### src/ddc_pkg.sv
// constants and types for the dma descriptor error checker
package ddc_pkg;
  localparam int AW         = 32;
  localparam int ENGINES    = 4;
  // status word layout
  localparam int ST_BUSY    = 26;
  localparam int ST_ERR_BUF = 27;
  localparam int ST_ERR_CMP = 28;
  localparam int ST_ERR_NXT = 29;
  localparam int ST_ERR_CUR = 30;
  localparam int ST_ERR_BSY = 31;
  localparam int ST_STOPPED = 25;
  // descriptor flag positions in the fetched status word
  localparam int DF_CMP     = 0;
  localparam int DF_SOE     = 1;
  localparam int DF_IOE     = 2;
  localparam int DF_LAST    = 3;
  localparam int DF_FIRST   = 4;
  localparam int DF_W       = 5;
  localparam logic [AW-1:0] MEM_LO_DEF = 32'h0000_0000;
  localparam logic [AW-1:0] MEM_HI_DEF = 32'h0fff_ffff;
  localparam logic [3:0]    CMP_CHK_DEF = 4'hf;
  typedef enum logic [2:0] {EN_IDLE, EN_FETCH, EN_CHECK, EN_MOVE, EN_WBACK} ddc_state_type;
endpackage

### src/ddc_engine.sv
// one descriptor engine with error checking
`timescale 1ns/10ps
module ddc_engine
#(
  parameter logic [ddc_pkg::AW-1:0] MEM_LO       = ddc_pkg::MEM_LO_DEF,
  parameter logic [ddc_pkg::AW-1:0] MEM_HI       = ddc_pkg::MEM_HI_DEF,
  // per-engine build option for the completed-descriptor check
  parameter bit                     DONE_RECHECK = 1'b1
)(
  // clock and reset
  input  wire logic                       clock,
  input  wire logic                       rstn,
  // software pointer port
  input  wire logic                       curPtrWrite,
  input  wire logic [ddc_pkg::AW-1:0]     curPtrData,
  output logic      [ddc_pkg::AW-1:0]     curPtr,
  output logic      [31:0]                status,
  output logic                            irqPulse,
  // descriptor fetch: request address, answer with fields
  output logic                            descReq,
  output logic      [ddc_pkg::AW-1:0]     descAddr,
  input  wire logic                       descValid,
  input  wire logic [ddc_pkg::AW-1:0]     descBufAddr,
  input  wire logic [ddc_pkg::AW-1:0]     descBufLen,
  input  wire logic [ddc_pkg::AW-1:0]     descNext,
  input  wire logic [ddc_pkg::DF_W-1:0]   descFlags,
  // completion write-back of the done flag
  output logic                            doneWrite,
  output logic      [ddc_pkg::DF_W-1:0]   doneFlags,
  // data movement over the streaming side
  output logic                            moveReq,
  output logic                            packetFirstFlag,
  output logic                            packetLastFlag,
  input  wire logic                       moveDone
);
  import ddc_pkg::*;

  ddc_state_type state;
  logic [AW-1:0]   nextPtr;
  logic [DF_W-1:0] flags;
  // error flags in status order: buffer, completed, next, current, busy write
  logic [4:0]      errBits;
  logic [AW:0]     bufEnd;

  // one window test shared by the pointer, buffer and next-pointer checks
  function automatic logic addrOk(input logic [AW-1:0] a);
    addrOk = (a >= MEM_LO) && (a <= MEM_HI);
  endfunction

  wire busy = (state != EN_IDLE);
  // one bit wider so a buffer running off the top of memory cannot wrap and pass
  assign bufEnd = {1'b0, descBufAddr} + {1'b0, descBufLen};

  always_ff @(posedge clock or negedge rstn)
  begin
    if (!rstn)
    begin
      state   <= EN_IDLE;
      curPtr  <= '0;
      nextPtr <= '0;
      flags   <= '0;
      errBits <= '0;
    end
    else if (curPtrWrite && busy)
    begin
      // the old pointer is kept so software still sees where the chain stood
      state      <= EN_IDLE;
      errBits[ST_ERR_BSY-ST_ERR_BUF] <= 1'b1;
    end
    else if (curPtrWrite)
    begin
      curPtr  <= curPtrData;
      errBits <= '0;
      if (addrOk(curPtrData))
        state <= EN_FETCH;
      else
        errBits[ST_ERR_CUR-ST_ERR_BUF] <= 1'b1;
    end
    else
    begin
      case (state)
        EN_FETCH:
          if (descValid)
          begin
            flags   <= descFlags;
            nextPtr <= descNext;
            // a stale descriptor is reported as such, whatever its other fields
            if (DONE_RECHECK && descFlags[DF_CMP])
            begin
              errBits[ST_ERR_CMP-ST_ERR_BUF] <= 1'b1;
              state      <= EN_IDLE;
            end
            else if (!addrOk(descBufAddr))
            begin
              errBits[ST_ERR_BUF-ST_ERR_BUF] <= 1'b1;
              state      <= EN_IDLE;
            end
            else if (bufEnd > {1'b0, MEM_HI} + 33'h1)
            begin
              errBits[ST_ERR_BUF-ST_ERR_BUF] <= 1'b1;
              state      <= EN_IDLE;
            end
            else
              state <= EN_MOVE;
          end
        EN_MOVE:
          if (moveDone)
            state <= EN_WBACK;
        EN_WBACK:
        begin
          // stop-on-end wins over a bad next pointer: the chain is meant to end here
          if (flags[DF_SOE])
            state <= EN_IDLE;
          else if (!addrOk(nextPtr))
          begin
            errBits[ST_ERR_NXT-ST_ERR_BUF] <= 1'b1;
            state      <= EN_IDLE;
          end
          else
          begin
            curPtr <= nextPtr;
            state  <= EN_FETCH;
          end
        end
        default:
          state <= EN_IDLE;
      endcase
    end
  end

  assign descReq   = (state == EN_FETCH);
  assign descAddr  = curPtr;
  assign moveReq   = (state == EN_MOVE);
  assign doneWrite = (state == EN_WBACK);
  assign doneFlags = flags | (DF_W'(1) << DF_CMP);
  assign packetFirstFlag = flags[DF_FIRST];
  assign packetLastFlag  = flags[DF_LAST];
  // only the write-back of a descriptor that asked for it may interrupt
  assign irqPulse  = doneWrite && flags[DF_IOE];

  always_comb
  begin
    status = '0;
    status[ST_BUSY]    = busy;
    status[ST_STOPPED] = !busy;
    status[ST_ERR_BSY:ST_ERR_BUF] = errBits;
  end
endmodule

### config.mk
export PLATFORM = sky130hd
export DESIGN_NAME = ddc_engine
export DESIGN_NICKNAME = d
export VERILOG_FILES = /design/src/ddc_pkg.sv /design/src/ddc_engine.sv
export SDC_FILE = /design/constraint.sdc
export NUM_CORES = 1
export LEC_CHECK = 0
export ABC_AREA = 1
export BUFFER_PORTS_ARGS = -buffer_cell sky130_fd_sc_hd__clkbuf_2
export CORE_MARGIN = 2
export CORE_UTILIZATION = 45
export CTS_BUF_LIST = sky130_fd_sc_hd__clkbuf_8
export DETAILED_ROUTE_END_ITERATION = 12
export GPL_TIMING_DRIVEN = 0
export PLACE_DENSITY = 0.85
export RECOVER_POWER = 50
export SLEW_MARGIN = 20
export SYNTH_ARGS = -nofsm -noshare
export SYNTH_HDL_FRONTEND = slang
export SYNTH_SLANG_ARGS = --single-unit
### constraint.sdc
create_clock -name clock -period 2.3 [get_ports clock]
set_input_delay 0.115 -clock clock [delete_from_list [all_inputs] [get_ports clock]]
set_output_delay 0.115 -clock clock [all_outputs]
set_load 0.005 [all_outputs]
==> flow_summary.toml <==
[synth]
ys_seq_area_share_pct = 31.2
synth_ff_type = "dfrtp_1"
yosys-top-cells-area = "dfrtp_1 (31%), nand2_1 (17%), buf_4 (7.5%)"
synth.top_cell.area_share_pct = 31.2
synth_cell_types = 41
synth_edf_count = 0
synth_top_cell_by_area = "dfrtp_1"
synth_cells = 887
ys_async_sr_fraction_pct = 100
yosys_warnings = 0
syn_area_per_cell_um2 = 6.88
yosys_register_bits = 76
syn_area_um2 = 6100

[die]
die_x_um = 120
core_region_area_um2 = 13200
die_area_um2 = 14500
fp-row-count = 42
io_pins = 245
die_height_um = 120
start_util_pct = 46.1

[routing]
dr.pass1.iters = 5
post_drt_wl_per_cell_um = 13.8
drt-initial-drc-count = 424
vias_per_cell = 4.95
via_count = 6724
drc = 0
final_antenna_net_count = 0
wirelength_um = 18800

[layout]
layout.nets = 1349
antenna_cells = 0
drive_above_1_share_pct = 30.0
synthToLayoutAreaGrowth_pct = 34.1
stdcell_count = 1358
mostFrequentLayoutCells = "nand2_1 (273), clkbuf_2 (199), nor2_1 (103), inv_1 (101), dfrtp_1 (76)"
design_area_um2 = 8180
final_common_cell = "nand2_1"

[critical_path]
cp.depth = 22
endpoint_kind = "flop"
crit_type = "input port to flop"
reg2reg_slack_ns = 0.18
crit_path_start_kind = "input port"
critical_path.cell_chain = "buf_6, ha_4, fa_2, nand2_2, nand2_4, nand3_4, nand2_4, nand2_1, nand2_1, nor2_1, nand2_1, nor2_1, nand2_1, nor2_1, nand2_1, nor2_1, nand2_1, nand2_1, nand4_1, nand2_1, nand2_2, a21oi_2"
cpMaxStageDelayCell = "fa_2"
arrival_ns = 2.50
cp_max_fo = 4
critPathBufInv = 1
critPathMaxStageDelay_ns = 0.38
required_ns = 2.59
reg2reg_depth = 6
cp_top_family = "simple AND/OR/NAND/NOR gates"
cp_common_cell = "nand2_1"

[grt]
grt_pass1_vias = 6194
grt_max_degree = 54
antenna_found_initial = 0
grtUsageTotal_pct = 25.4
grt_overflow = 0
grt_pass1_wl_um = 29500

[power]
switching_power_mw = 2.17
p_comb_share_pct = 44.0
clkPwrFrac_pct = 18.0
p_total_mw = 5.96
vdd_drop_max_mv = 0.440
p_leak_nw = 4.57
switching_share_pct = 36.4
intPower_mw = 3.80
seq_power_share_pct = 38.0
power_density_nw_per_um2 = 729

[placed_design]
dp_hpwl_um = 14700
placed_area_um2 = 7530
gp_congestion = 0.941
port_buffers = 218
place_inst = 1306

[sta]
hold_viol = 0
fmax_mhz = 451
layout_min_cycle_time_ns = 2.22
max_slew_margin_pct = 5.99
timing.final.max_slew_violations = 0
period_share_pct = 96.4
fin_skew_ns = 0.00697
worstMarginPinSlew_ns = 1.41
rsz0062_at_grt = "true"
setup_viol = 0

[cts]
numCtsBuffers = 9
cts_tree = "built"
clock_latency_ns = 0.35
htree_num_levels = 3
root_buffer = "clkbuf_8"
clkTransAtPathRegs_ns = 0.08
cts_sinks = 76
clock_path_buffers = 2

[job]
drv_cap = 0

[run_status]
status = "complete, no violations"

[worst_hold_path]
min_path_cells = 3
hold_path.class = "input port to flop"
==> Yosys cell counts, types with 4 or more instances <==
cell type  number
a21oi_1        28
a31oi_1        34
buf_2           5
buf_4          61
clkbuf_1       12
dfrtp_1        76
ha_1           32
inv_1         101
inv_2           5
mux2_2         35
nand2_1       281
nand2_2         4
nand3_1        48
nand4_1        12
nor2_1        105
nor3_1          5
o21ai_0         8
==> through the flow <==
step / hold WS, ns / worst slack (ns) / setup TNS, ns / utilization [%]
floorplan: -0.181 / 0.132 / 0 / -
global placement: 0.348 / -0.367 / -0.954 / 56.6
detailed placement: 0.0710 / -0.365 / -0.944 / 56.9
CTS: 0.000954 / 0.0319 / 0 / 60.8
global route: 0.00171 / -0.0744 / -0.255 / 61.8
finish: 0.00534 / 0.0823 / 0 / 61.8
==> flip-flops by register name (all words and copies together), names as in the netlist <==
| signal | count |
|---|---|
| curPtr | 32 |
| errBits | 5 |
| flags | 4 |
| nextPtr | 32 |
| state | 3 |
==> what timing repair did <==
action | CTS | global route
setup endpoints to repair | 1 | 36
pin swaps | 0 | 17
hold endpoints to repair | 53 | 5
buffers inserted | 0 | 1
gates resized for setup | 1 | 33
hold buffers | 31 | 5
==> power groups by stage <==
| stage | clock (mW) | combinational (mW) | sequential, mW |
|---|---|---|---|
| floorplan | 0 | 1.56 | 2.17 |
| global placement | 0 | 2.44 | 2.24 |
| detailed placement | 0 | 2.53 | 2.27 |
| CTS | 1.08 | 2.58 | 2.25 |
| global route | 1.15 | 2.92 | 2.32 |
| finish | 1.07 | 2.62 | 2.27 |
==> logic make-up (layout without fill, tap and decap cells) <==
family,after synthesis,count (layout),share of synthesized area (%)
other,2,26,0.123
and+or+nand+nor,471,471,31.7
xor gates and xnor gates,1,1,0.144
adders and majority gates,33,33,6.89
DFF,76,76,31.2
buffers and inverters,185,456,15.2
AOI/OAI and AO/OA,84,84,8.25
muxes,35,35,6.46
==> cell type report <==
type                            count  area, um2
Inverter                          107        402
Clock buffer                       12        165
Tap cell                          176        220
Multi-Input combinational cell    650       3430
Timing Repair Buffer              256       1470
Sequential cell                    76       1900
Fill cell                        1231       5060
Clock inverter                      3       43.8
Buffer                             78        539
==> worst paths after layout <==
check                                   startpoint                 endpoint
setup / recovery                     descBufLen[0]     state[0]$_DFFE_PN0P_
hold / removal                      curPtrData[21]   curPtr[21]$_DFFE_PN0P_
setup reg to reg           nextPtr[31]$_DFFE_PN0P_   curPtr[26]$_DFFE_PN0P_
hold reg to reg             errBits[3]$_DFFE_PN0P_   errBits[3]$_DFFE_PN0P_
max in group asynchronous                     rstn  nextPtr[21]$_DFFE_PN0P_
min in group asynchronous                     rstn   curPtr[24]$_DFFE_PN0P_
==> worst register-to-register path, stage by stage, from the launching register on <==
cell and delay, ns:
dfrtp_1 0.42, nor4_1 0.39, nand2_1 0.17, o21ai_2 0.47, clkbuf_4 0.34, nor2_1 0.08
a31oi_1 0.17
==> metal layers <==
metal | vias up | track usage (%) | part of all wire (%)
met3 | 47 | 4.48 | 7.0
li1 | 3347 | - | -
met1 | 3030 | 32.6 | 42
met5 | - | 0 | 0
met4 | 0 | 8.50 | 2.9
met2 | 300 | 43.0 | 48
Power figures use the tool's default switching activity.
